**config.mk**
```make
export PLATFORM = sky130hd
export DESIGN_NAME = aord_top
export DESIGN_NICKNAME = d
export VERILOG_FILES = /design/src/hdl/aord_pkg.sv /design/src/hdl/aord_channel.sv /design/src/hdl/aord_top.sv
export SDC_FILE = /design/constraint.sdc
export NUM_CORES = 1
export LEC_CHECK = 0
export ABC_AREA = 0
export BUFFER_PORTS_ARGS = -buffer_cell sky130_fd_sc_hd__buf_2
export CORE_UTILIZATION = 50
export DETAILED_ROUTE_END_ITERATION = 8
export PLACE_DENSITY_LB_ADDON = 0.05
export RECOVER_POWER = 25
export SKIP_CTS_REPAIR_TIMING = 1
export SYNTH_ARGS = -nofsm -noshare
export SYNTH_HDL_FRONTEND = slang
export SYNTH_HIERARCHICAL = 1
export SYNTH_SLANG_ARGS = --single-unit
```
**constraint.sdc**
```tcl
create_clock -name clock -period 12.6 [get_ports clock]
set_clock_uncertainty 0.2 [all_clocks]
set_input_delay 0.63 -clock clock [delete_from_list [all_inputs] [get_ports clock]]
set_output_delay 0.63 -clock clock [all_outputs]
set_load 0.03 [all_outputs]
```
**src/hdl/aord_pkg.sv**
```systemverilog
// constants and types for the over-range detector block
package aord_pkg;
  localparam int unsigned aord_sample_w = 12;
  localparam int unsigned aord_mag_w = 11;
  localparam int unsigned aord_cmp_w = 8;
  localparam int unsigned aord_cmp_lsb = 3;
  localparam int unsigned aord_hold_sel_w = 3;
  localparam int unsigned aord_hold_cnt_w = 11;
  localparam int unsigned aord_chan_count = 4;
  localparam int unsigned aord_core_count = 6;
  localparam int unsigned aord_offset_count = 6;
  localparam int unsigned aord_trim_w = 8;
  localparam int unsigned aord_fs_w = 16;
  localparam logic [aord_mag_w-1:0] aord_mag_max = 11'h7ff;
  localparam logic [aord_sample_w-1:0] aord_code_min = 12'h800;
  localparam logic [aord_hold_cnt_w-1:0] aord_hold_base = 11'h008;
  localparam logic [aord_cmp_w-1:0] aord_thresh_reset = 8'h00;
  localparam logic [aord_hold_sel_w-1:0] aord_hold_sel_reset = 3'h0;
  localparam logic [aord_fs_w-1:0] aord_fs_reset = 16'h0000;
  localparam logic [aord_trim_w-1:0] aord_trim_reset = 8'h00;
  localparam int unsigned aord_cal_cycles = 64;
  localparam logic [6:0] aord_cal_len = 7'(aord_cal_cycles - 1);
  typedef enum logic [1:0] {aord_cal_off, aord_cal_fore, aord_cal_back} aord_cal_mode_t;
  typedef enum {aord_st_run, aord_st_fore_cal} aord_state_t;
endpackage : aord_pkg

```
**src/hdl/aord_channel.sv**
```systemverilog
// one channel: magnitude, threshold compare and hold counter
`timescale 1ns/1ps
`default_nettype none
module aord_channel
  import aord_pkg::*;
(
  // clock and reset
  input wire logic clock,
  input wire logic rst_n,
  // sample and settings
  input wire logic sample_valid,
  input wire logic [aord_pkg::aord_sample_w-1:0] sample,
  input wire logic enable,
  input wire logic [aord_pkg::aord_cmp_w-1:0] threshold,
  input wire logic [aord_pkg::aord_hold_sel_w-1:0] hold_select,
  // flag
  output logic flag
);
  import aord_pkg::*;

  logic [aord_hold_cnt_w-1:0] hold_left;
  logic hit;

  function automatic logic [aord_mag_w-1:0] magnitude(input logic [aord_sample_w-1:0] s);
    logic [aord_sample_w-1:0] neg;
    neg = -s;
    if (s == aord_code_min)
      magnitude = aord_mag_max;
    else if (s[aord_sample_w-1])
      magnitude = neg[aord_mag_w-1:0];
    else
      magnitude = s[aord_mag_w-1:0];
  endfunction : magnitude

  function automatic logic [aord_hold_cnt_w-1:0] hold_length(input logic [aord_hold_sel_w-1:0] sel);
    hold_length = aord_hold_base << sel;
  endfunction : hold_length

  always_comb
  begin
    logic [aord_mag_w-1:0] m;
    m = magnitude(sample);
    hit = sample_valid && (m[aord_mag_w-1:aord_cmp_lsb] >= threshold);
  end

  always_ff @(posedge clock or negedge rst_n)
  begin
    if (!rst_n)
      hold_left <= '0;
    else if (hit)
      hold_left <= hold_length(hold_select) - 1'b1;
    else if (hold_left != '0)
      hold_left <= hold_left - 1'b1;
  end

  always_ff @(posedge clock or negedge rst_n)
  begin
    if (!rst_n)
      flag <= 1'b0;
    else
      flag <= enable && (hit || hold_left != '0);
  end
endmodule : aord_channel
`default_nettype wire

```
**src/hdl/aord_top.sv**
```systemverilog
// over-range detector with sample path settings for a quad converter
`timescale 1ns/1ps
`default_nettype none
module aord_top
  import aord_pkg::*;
(
  // clock and reset
  input wire logic clock,
  input wire logic rst_n,
  // converted codes from channel a to d
  input wire logic [aord_pkg::aord_sample_w-1:0] chan_a_code,
  input wire logic [aord_pkg::aord_sample_w-1:0] chan_b_code,
  input wire logic [aord_pkg::aord_sample_w-1:0] chan_c_code,
  input wire logic [aord_pkg::aord_sample_w-1:0] chan_d_code,
  // detector settings
  input wire logic overrange_detect_enable,
  input wire logic [aord_pkg::aord_cmp_w-1:0] overrange_threshold,
  input wire logic [aord_pkg::aord_hold_sel_w-1:0] overrange_hold_select,
  // shared and per-core trims
  input wire logic [aord_pkg::aord_fs_w-1:0] fullscale_setting,
  input wire logic trim_write,
  input wire logic [2:0] trim_index,
  input wire logic [aord_pkg::aord_trim_w-1:0] core_input_offset_trim,
  // calibration control
  input wire logic [1:0] cal_mode,
  input wire logic cal_start,
  // sample outputs
  output logic [aord_pkg::aord_sample_w-1:0] chan_a_sample,
  output logic [aord_pkg::aord_sample_w-1:0] chan_b_sample,
  output logic [aord_pkg::aord_sample_w-1:0] chan_c_sample,
  output logic [aord_pkg::aord_sample_w-1:0] chan_d_sample,
  output logic sample_valid,
  // over-range pins
  output logic chan_a_overrange_pin,
  output logic chan_b_overrange_pin,
  output logic chan_c_overrange_pin,
  output logic chan_d_overrange_pin,
  // settings readback and status
  output logic [aord_pkg::aord_fs_w-1:0] fullscale_applied,
  output logic [aord_pkg::aord_trim_w-1:0] trim_readback,
  output logic [2:0] cal_spare_core,
  output logic cal_busy
);
  import aord_pkg::*;

  logic rst_meta;
  logic rst_sync_n;
  logic [aord_sample_w-1:0] code_q [aord_chan_count];
  logic [aord_chan_count-1:0] flags;
  logic [aord_trim_w-1:0] offset_trim [aord_offset_count];
  aord_state_t state;
  logic [6:0] cal_count;
  logic [2:0] trim_rd_index;

  // reset release through two flops
  always_ff @(posedge clock or negedge rst_n)
  begin
    if (!rst_n)
    begin
      rst_meta <= 1'b0;
      rst_sync_n <= 1'b0;
    end
    else
    begin
      rst_meta <= 1'b1;
      rst_sync_n <= rst_meta;
    end
  end

  // calibration sequencer
  always_ff @(posedge clock or negedge rst_sync_n)
  begin
    if (!rst_sync_n)
    begin
      state <= aord_st_run;
      cal_count <= '0;
    end
    else
      unique case (state)
        aord_st_run:
          if (cal_start && cal_mode == aord_cal_fore)
          begin
            state <= aord_st_fore_cal;
            cal_count <= aord_cal_len;
          end
        aord_st_fore_cal:
          if (cal_count == '0)
            state <= aord_st_run;
          else
            cal_count <= cal_count - 1'b1;
      endcase
  end

  always_ff @(posedge clock or negedge rst_sync_n)
  begin
    if (!rst_sync_n)
      cal_busy <= 1'b0;
    else
      cal_busy <= (state == aord_st_fore_cal);
  end

  // spare core rotates through the six cores in background mode
  always_ff @(posedge clock or negedge rst_sync_n)
  begin
    if (!rst_sync_n)
      cal_spare_core <= '0;
    else if (cal_mode == aord_cal_back && cal_start)
      cal_spare_core <= (cal_spare_core == 3'(aord_core_count - 1)) ? 3'h0 : cal_spare_core + 3'h1;
  end

  // sample capture on the rising clock edge, paused by foreground cal
  always_ff @(posedge clock or negedge rst_sync_n)
  begin
    if (!rst_sync_n)
    begin
      code_q <= '{default: '0};
      sample_valid <= 1'b0;
    end
    else
    begin
      sample_valid <= (state == aord_st_run);
      if (state == aord_st_run)
      begin
        code_q[0] <= chan_a_code;
        code_q[1] <= chan_b_code;
        code_q[2] <= chan_c_code;
        code_q[3] <= chan_d_code;
      end
    end
  end

  always_ff @(posedge clock or negedge rst_sync_n)
  begin
    if (!rst_sync_n)
    begin
      chan_a_sample <= '0;
      chan_b_sample <= '0;
      chan_c_sample <= '0;
      chan_d_sample <= '0;
    end
    else
    begin
      chan_a_sample <= code_q[0];
      chan_b_sample <= code_q[1];
      chan_c_sample <= code_q[2];
      chan_d_sample <= code_q[3];
    end
  end

  // per-channel detectors sharing one threshold
  for (genvar i = 0; i < aord_chan_count; i++)
  begin : g_chan
    aord_channel u_chan (
      .clock(clock),
      .rst_n(rst_sync_n),
      .sample_valid(sample_valid),
      .sample(code_q[i]),
      .enable(overrange_detect_enable),
      .threshold(overrange_threshold),
      .hold_select(overrange_hold_select),
      .flag(flags[i])
    );
  end

  // dedicated pins, one per channel
  always_ff @(posedge clock or negedge rst_sync_n)
  begin
    if (!rst_sync_n)
    begin
      chan_a_overrange_pin <= 1'b0;
      chan_b_overrange_pin <= 1'b0;
      chan_c_overrange_pin <= 1'b0;
      chan_d_overrange_pin <= 1'b0;
    end
    else
    begin
      chan_a_overrange_pin <= flags[0];
      chan_b_overrange_pin <= flags[1];
      chan_c_overrange_pin <= flags[2];
      chan_d_overrange_pin <= flags[3];
    end
  end

  // one shared full-scale setting
  always_ff @(posedge clock or negedge rst_sync_n)
  begin
    if (!rst_sync_n)
      fullscale_applied <= aord_fs_reset;
    else
      fullscale_applied <= fullscale_setting;
  end

  // offset trims: cores 0,1 ; 2a,2b ; 3c,3d  and 4,5 mapped by index
  always_ff @(posedge clock or negedge rst_sync_n)
  begin
    if (!rst_sync_n)
    begin
      offset_trim <= '{default: aord_trim_reset};
      trim_rd_index <= '0;
    end
    else
    begin
      trim_rd_index <= trim_index;
      if (trim_write && trim_index < 3'(aord_offset_count))
        offset_trim[trim_index] <= core_input_offset_trim;
    end
  end

  always_ff @(posedge clock or negedge rst_sync_n)
  begin
    if (!rst_sync_n)
      trim_readback <= '0;
    else if (trim_rd_index < 3'(aord_offset_count))
      trim_readback <= offset_trim[trim_rd_index];
    else
      trim_readback <= '0;
  end
endmodule : aord_top
`default_nettype wire

```
==> reports/metrics.csv, run 1 <==
stage,metric,value,unit
global_routing,first-pass GRT wire length,39.1,mm
logic_synthesis,synth unique cells,61,
setup_path,critical path arrival,5.78,ns
drt,DRC,0,
timing,final setup TNS,0,ns
power_and_ir_drop,pwr/cell area,139,nW/um2
finish,Final Non-Filler Cells,1412,
logic_synthesis,Synth Cell Area,11200,um2
floorplanning,DIE AREA,22900,um2
timing,unrepaired setup endpoints after global routing,false,
timing,Final WS setup,7.04,ns
timing,Slew HR,-25.5,%
setup_path,Worst setup SP type,flip-flop,
place,GP Congestion,0.769,
timing,period utilization,44.1,%
logic_synthesis,Post-Synthesis Cells,919,
drt,DR vias,7622,
timing,"Slew Viols, Final",49,
logic_synthesis,Mean Syn Cell Area,12.1,um2
finish,final net count,1243,
logic_synthesis,Syn Nets,1050,
drt,initial drt markers,330,
timing,final hold vios,0,
clock_network,CTS buffer count,27,
floorplanning,chip width,151,um
logic_synthesis,synth top area cells,"dfrtp_1 53%, mux2_2 10%, mux2i_1 4.8%",
timing,Slew @ Worst Pin,1.88,ns
logic_synthesis,"EDFF count, synth",0,
finish,multi-input logic area,4920,um2
clock_network,CTS tree,built,
hold_path,Hold Crit Class,in -> reg,
global_routing,total gr overflow,0,
logic_synthesis,Syn. warnings,6,
flow_run,total of max-cap violations,1,
drt,routed vias/inst,5.40,
finish,area delta synth->final,19.1,%
drt,Post-DRT Antenna Nets,0,
global_routing,vias in the first global route,7522,
logic_synthesis,top_reg_cell synth,dfrtp_1,
setup_path,"Data required, critical path",12.82,ns
drt,M1 WL,10.9,mm
timing,Tmin final,5.56,ns
place,placed cell count,1347,
place,dpl hpwl,15.7,mm
floorplanning,boundary pin count,174,
logic_synthesis,Synth async-reset ratio,100,%
drt,drt first pass iters,4,
clock_network,CTS Sinks,238,
finish,share of post-route cells with drive strength above 1,31.1,%
floorplanning,Die H,151,um
power_and_ir_drop,leak pwr,6.01,nW
setup_path,critical path class,reg -> reg,
floorplanning,row count,54,
place,Port Buffers,173,
drt,total length of routed met3 wires,1.16,mm
logic_synthesis,post-synthesis register bit count,238,
global_routing,GRT Util Overall,21.7,%
finish,register area,5960,um2
outcome,failing checks,"capacitance limit, slew limit",
logic_synthesis,Yosys top cell area share,53.4,%
drt,met2 WL,11.1,mm
outcome,outcome,"complete, but fails checks",
clock_network,"Clk pin slew, worst setup/hold paths",0.06,ns
clock_network,H-tree depth,1,
global_routing,antenna violations before repair,2,
setup_path,nature of the critical path endpoint,flip-flop,
drt,final WL,23.7,mm
power_and_ir_drop,VDD IR max,0.101,mV
global_routing,largest net degree at the start of global routing,189,
floorplanning,core area,21800,um2
timing,Finish-stage setup viols,0,
setup_path,CP Max Fanout,11,
drt,max layer used,met4,
place,Place WS,7.08,ns
logic_synthesis,sequential element share of the synthesized area,53.4,%
finish,fillers,1824,
clock_network,CTS max path bufs,3,
drt,routed length per instance,16.8,um
clock_network,clk root buf,clkbuf_16,
clock_network,Worst-Skew Late Latency,0.53,ns
floorplanning,Initial Util,51.1,%
logic_synthesis,Synth area leader,dfrtp_1,
timing,Max Fclk,180,MHz
==> sequential cells by signal, indices dropped and copies added, names as in the netlist, 3 cells and up <==
name	flops
g_chan.u_chan/flag	4
chan_d_sample	12
cal_spare_core	3
trim_rd_index	3
chan_c_sample	12
cal_count	7
trim_readback	8
code_q	48
offset_trim	48
fullscale_applied	16
chan_a_sample	12
g_chan.u_chan/hold_left	44
chan_b_sample	12
==> layout by cell type, fill, tap and decap left out, drive strengths merged, types with 9 or more instances in the layout <==
cell,n
dfrtp,238
buf,172
mux2,102
nand2,77
mux2i,54
clkbuf,47
inv,43
ha,38
nor2,31
xor2,29
nor3,27
o21ai,23
nand3,23
a21oi,21
dlygate4sd3,16
or4,16
nand2b,14
o211ai,13
xnor2,9
a31oi,9
o21a,9
==> power breakdown <==
group	switching, mW	internal (mW)
Sequential	0.0434	0.829
Combinational	0.125	0.107
Clock	0.300	0.439
==> worst max-delay path, stage by stage, from the launching register on <==
cell	delay (ns)
dfrtp_1	0.41
or4_4	0.59
or3_1	0.44
or4_4	0.48
and2_1	0.17
ha_1	0.25
nand2b_1	0.13
a2111oi_0	0.69
a2bb2oi_1	0.61
nand2_1	0.13
ha_1	0.34
or3b_2	0.32
or4_1	0.13
mux2_1	0.30
mux2_2	0.26
==> worst paths after layout <==
path	startpoint	endpoint	slack [ns]	cells past startpoint
worst min register to register	g_chan[3].u_chan/flag	chan_d_overrange_pin	0.15	0
min in group asynchronous	rst_n	rst_sync_n	0.24	2
worst max-delay path	code_q[27]	g_chan[1].u_chan/hold_left[10]	7.04	14
max in group asynchronous	rst_sync_n	code_q[42]	9.80	1
worst max register to register	code_q[27]	g_chan[1].u_chan/hold_left[10]	7.04	14
worst min-delay path	fullscale_setting[13]	fullscale_applied[13]	0.03	1
==> kinds of logic after synthesis <==
logic type / Yosys count / synth area share, %
simple gates: 244 / 11.8
mux: 164 / 16.8
xor+xnor: 38 / 2.98
flops: 238 / 53.4
other cells: 1 / 0.0336
compound gates: 125 / 8.27
fa+ha+maj: 38 / 4.26
buf+inv: 71 / 2.49
==> area by class of cell <==
class / count / area share [%]
Sequential cell: 238 / 44.8
Multi-Input combinational cell: 610 / 37.0
Timing Repair Buffer: 192 / 7.95
Clock buffer: 43 / 6.14
Tap cell: 280 / 2.64
Inverter: 43 / 1.21
Clock inverter: 4 / 0.170
Antenna cell: 2 / 0.0377
==> cells in the mapped netlist, types with 10 or more instances <==
library cell,n
nand2_1,74
or4_4,10
ha_1,38
clkbuf_1,23
mux2i_1,54
nand3_1,23
mux2_2,101
xor2_1,29
o211ai_1,13
o21ai_0,23
inv_1,43
nand2b_1,14
a21oi_1,21
dfrtp_1,238
nor3_1,25
nor2_1,31
==> metal layers <==
metal / global-route usage, % / vias up
met5: 0 / -
met4: 5.60 / 0
met3: 4.79 / 41
met2: 34.2 / 139
met1: 30.4 / 3751
li1: - / 3691
==> metrics by stage <==
step	hold slack [ns]	power (mW)	instance area (um2)	utilization [%]
floorplan	0.131	1.04	11200	-
finish	0.0253	1.84	13300	60.9
CTS	-0.342	1.87	13100	60.2
detailed placement	0.135	1.12	12300	56.3
global route	0.00591	1.93	13300	60.9
global placement	0.136	1.11	12300	56.3
Power figures use the tool's default switching activity.
==> run 2, diff against run 1 <==
Clock period 12.6 ns to 5.29 ns, I/O delays scaled along.
==> run 2 against run 1 <==
  * The run still ends with capacitance limit, slew limit left
  * Flip-flop and latch count did not move
  * Critical path depth did not move
  * Design area grew 6.2%
  * Combinational power rose to 2.6 times the previous value
  * Die area did not move
  * Routed wire length grew 4.4%
  * Via count is 3.6% higher
  * Sequential share of layout area shrank 2.6 points
  * Critical path type unchanged
==> reports/metrics.csv, run 2 (synthesis results as in run 1) <==
stage,metric,value,unit,change
timing,period utilization,94.2,%,was 44.1%
global_routing,vias in the first global route,7443,,was 7522
drt,routed vias/inst,5.32,,was 5.40
setup_path,CP Max Fanout,6,,was 11
outcome,failing checks,"capacitance limit, slew limit",,unchanged
power_and_ir_drop,P_sw,1.16,mW,was 0.469 mW
timing,Finish-stage setup viols,0,,unchanged
timing,Slew @ Worst Pin,1.69,ns,was 1.88 ns
timing,final setup TNS,0,ns,unchanged
power_and_ir_drop,pwr/cell area,332,nW/um2,was 139 nW/um2
power_and_ir_drop,sequential power share,44.4,%,was 47.3%
drt,routed length per instance,16.7,um,was 16.8 um
finish,most frequent cells in the layout,"238 x dfrtp_1, 170 x buf_2, 101 x mux2_2",,"was 238 x dfrtp_1, 169 x buf_2, 101 x mux2_2"
clock_network,Worst-Skew Late Latency,0.53,ns,about the same
outcome,outcome,"complete, but fails checks",,unchanged
floorplanning,core area,21800,um2,unchanged
setup_path,"Data required, critical path",5.49,ns,was 12.82 ns
drt,initial drt markers,387,,was 330
place,Port Buffers,173,,unchanged
setup_path,Critical Path Start,code_q[27],,unchanged
timing,final hold vios,0,,unchanged
floorplanning,chip width,151,um,unchanged
timing,Max Fclk,201,MHz,was 180 MHz
global_routing,largest net degree at the start of global routing,139,,was 189
setup_path,Slowest Stage Delay on Critical Path,0.65,ns,was 0.69 ns
timing,Final WS setup,0.304,ns,was 7.04 ns
drt,DRC,0,,unchanged
timing,"Slew Viols, Final",103,,was 49
setup_path,FF-to-FF Start,code_q[27],,unchanged
power_and_ir_drop,leak pwr,6.36,nW,was 6.01 nW
global_routing,first-pass GRT wire length,38.7,mm,was 39.1 mm
clock_network,CTS tree,built,,unchanged
clock_network,CTS buffer count,26,,was 27
finish,register area,5960,um2,unchanged
finish,fillers,1719,,was 1824
power_and_ir_drop,Logic pwr share,12.7,%,was 12.6%
clock_network,clk root buf,clkbuf_16,,unchanged
drt,drt first pass iters,4,,unchanged
finish,Top Registers,"code_q (48), offset_trim (48), g_chan.u_chan/hold_left (44)",,unchanged
floorplanning,row count,54,,unchanged
floorplanning,boundary pin count,174,,unchanged
clock_network,CTS Sinks,238,,unchanged
place,GP Congestion,0.806,,was 0.769
floorplanning,Die H,151,um,unchanged
power_and_ir_drop,VDD IR max,0.326,mV,was 0.101 mV
clock_network,H-tree depth,1,,unchanged
finish,"commonest non-fill, non-tap cell in the layout",dfrtp_1,,unchanged
global_routing,total gr overflow,0,,unchanged
setup_path,nature of the critical path endpoint,flip-flop,,unchanged
clock_network,"Clk pin slew, worst setup/hold paths",0.06,ns,about the same
flow_run,total of max-cap violations,3,,was 1
setup_path,Worst Path Buf+Inv,0,,unchanged
floorplanning,DIE AREA,22900,um2,unchanged
timing,unrepaired setup endpoints after global routing,false,,unchanged
power_and_ir_drop,Int Pwr,3.52,mW,was 1.37 mW
place,Place WS,0.159,ns,was 7.08 ns
finish,area delta synth->final,26.6,%,was 19.1%
setup_path,Slowest cell on crit path,a2111oi_1,,was a2111oi_0
finish,share of post-route cells with drive strength above 1,30.2,%,was 31.1%
timing,Slew HR,-12.6,%,was -25.5%
clock_network,CTS max path bufs,3,,unchanged
power_and_ir_drop,Sw Ratio,24.8,%,was 25.4%
global_routing,GRT Util Overall,21.4,%,was 21.7%
timing,Tmin final,4.99,ns,was 5.56 ns
drt,final WL,24.8,mm,was 23.7 mm
setup_path,"CP delay by family, top",simple AND/OR/NAND/NOR gates,,unchanged
floorplanning,Initial Util,51.1,%,unchanged
global_routing,antenna violations before repair,2,,unchanged
drt,DR vias,7897,,was 7622
setup_path,critical path arrival,5.19,ns,was 5.78 ns
finish,final net count,1314,,was 1243
setup_path,critical path class,reg -> reg,,unchanged
finish,multi-input logic area,4930,um2,was 4920 um2
place,dpl hpwl,16.1,mm,was 15.7 mm
hold_path,worst hold start,overrange_hold_select[2],,was fullscale_setting[13]
drt,Post-DRT Antenna Nets,0,,unchanged
hold_path,Hold Crit Class,in -> reg,,unchanged
setup_path,crit path cell chain,or4_4 -> or3_1 -> or4_4 -> and2_1 -> ha_1 -> nand2b_1 -> a2111oi_1 -> a2bb2oi_2 -> nand2_1 -> ha_1 -> or3b_2 -> or4_1 -> mux2_1 -> mux2_2,,was or4_4 -> or3_1 -> or4_4 -> and2_1 -> ha_1 -> nand2b_1 -> a2111oi_0 -> a2bb2oi_1 -> nand2_1 -> ha_1 -> or3b_2 -> or4_1 -> mux2_1 -> mux2_2
setup_path,Worst setup SP type,flip-flop,,unchanged
power_and_ir_drop,clock share of power,42.9,%,was 40.1%
[run 2: cell count changes in the layout (fill, tap and decap cells not counted), sizes merged]
cell	previous run	this run
clkinvlp	1	2
clkinv	3	11
bufinv	0	7
diode	2	1
dlygate4sd3	16	83
clkbuf	47	34
buf	172	175
[run 2: power groups by stage]
stage               combinational (mW)  clock [mW]  sequential, mW
finish                           0.596        2.01            2.08
global route                     0.656        2.12            2.10
CTS                              0.554        2.05            2.08
detailed placement               0.552           0            2.11
global placement                 0.540           0            2.11
floorplan                        0.277           0            2.20
[run 2: path summary, 6_finish.rpt]
| path | to | slack, ns | cells past startpoint |
|---|---|---|---|
| worst max-delay path | g_chan[1].u_chan/hold_left[10] | 0.30 | 14 |
| min in group asynchronous | rst_sync_n | 0.39 | 3 |
| worst max register to register | g_chan[1].u_chan/hold_left[10] | 0.30 | 14 |
| worst min-delay path | g_chan[1].u_chan/hold_left[8] | 0.06 | 3 |
| max in group asynchronous | g_chan[0].u_chan/hold_left[0] | 2.21 | 1 |
| worst min register to register | rst_sync_n | 0.15 | 0 |
[run 2: through the flow]
step                area, um2  power (mW)  util [%]  hold slack (ns)  cells
global placement        12300        2.65      56.5           -0.150   1352
global route            14100        4.88      64.7           0.0890   1484
floorplan               11200        2.48         -           -0.231    919
CTS                     13300        4.68      60.9           -0.707   1400
finish                  14100        4.68      64.7           0.0639   1484
detailed placement      12300        2.66      56.5           -0.149   1352
[run 2: final cells by class]
type	instances	share of cell area (%)
clock buffers	28	4.73
diodes	1	0.0177
clock inverters	20	2.09
flip-flops and latches	238	42.2
multi-input cells	610	34.9
inverters	43	1.14
repair buffers	264	12.4
well taps	280	2.48
[run 2: worst register-to-register path: stages, from the launching register on]
cell and delay (ns):
dfrtp_1 0.41, or4_4 0.58, or3_1 0.44, or4_4 0.49, and2_1 0.17, ha_1 0.26, nand2b_1 0.14, a2111oi_1 0.65
a2bb2oi_2 0.29, nand2_1 0.09, ha_1 0.20, or3b_2 0.26, or4_1 0.13, mux2_1 0.31, mux2_2 0.26
[run 2: per-layer routing]
layer  wire [um]  part of all wire, %  vias to the layer above  GRT usage (%)
met1       11100                   45                     3874           30.4
met4         363                  1.5                        2           5.20
li1            -                    -                     3841              -
met3        1400                  5.6                       33           4.31
met5          13                0.052                        -              0
met2       11900                   48                      147           33.8
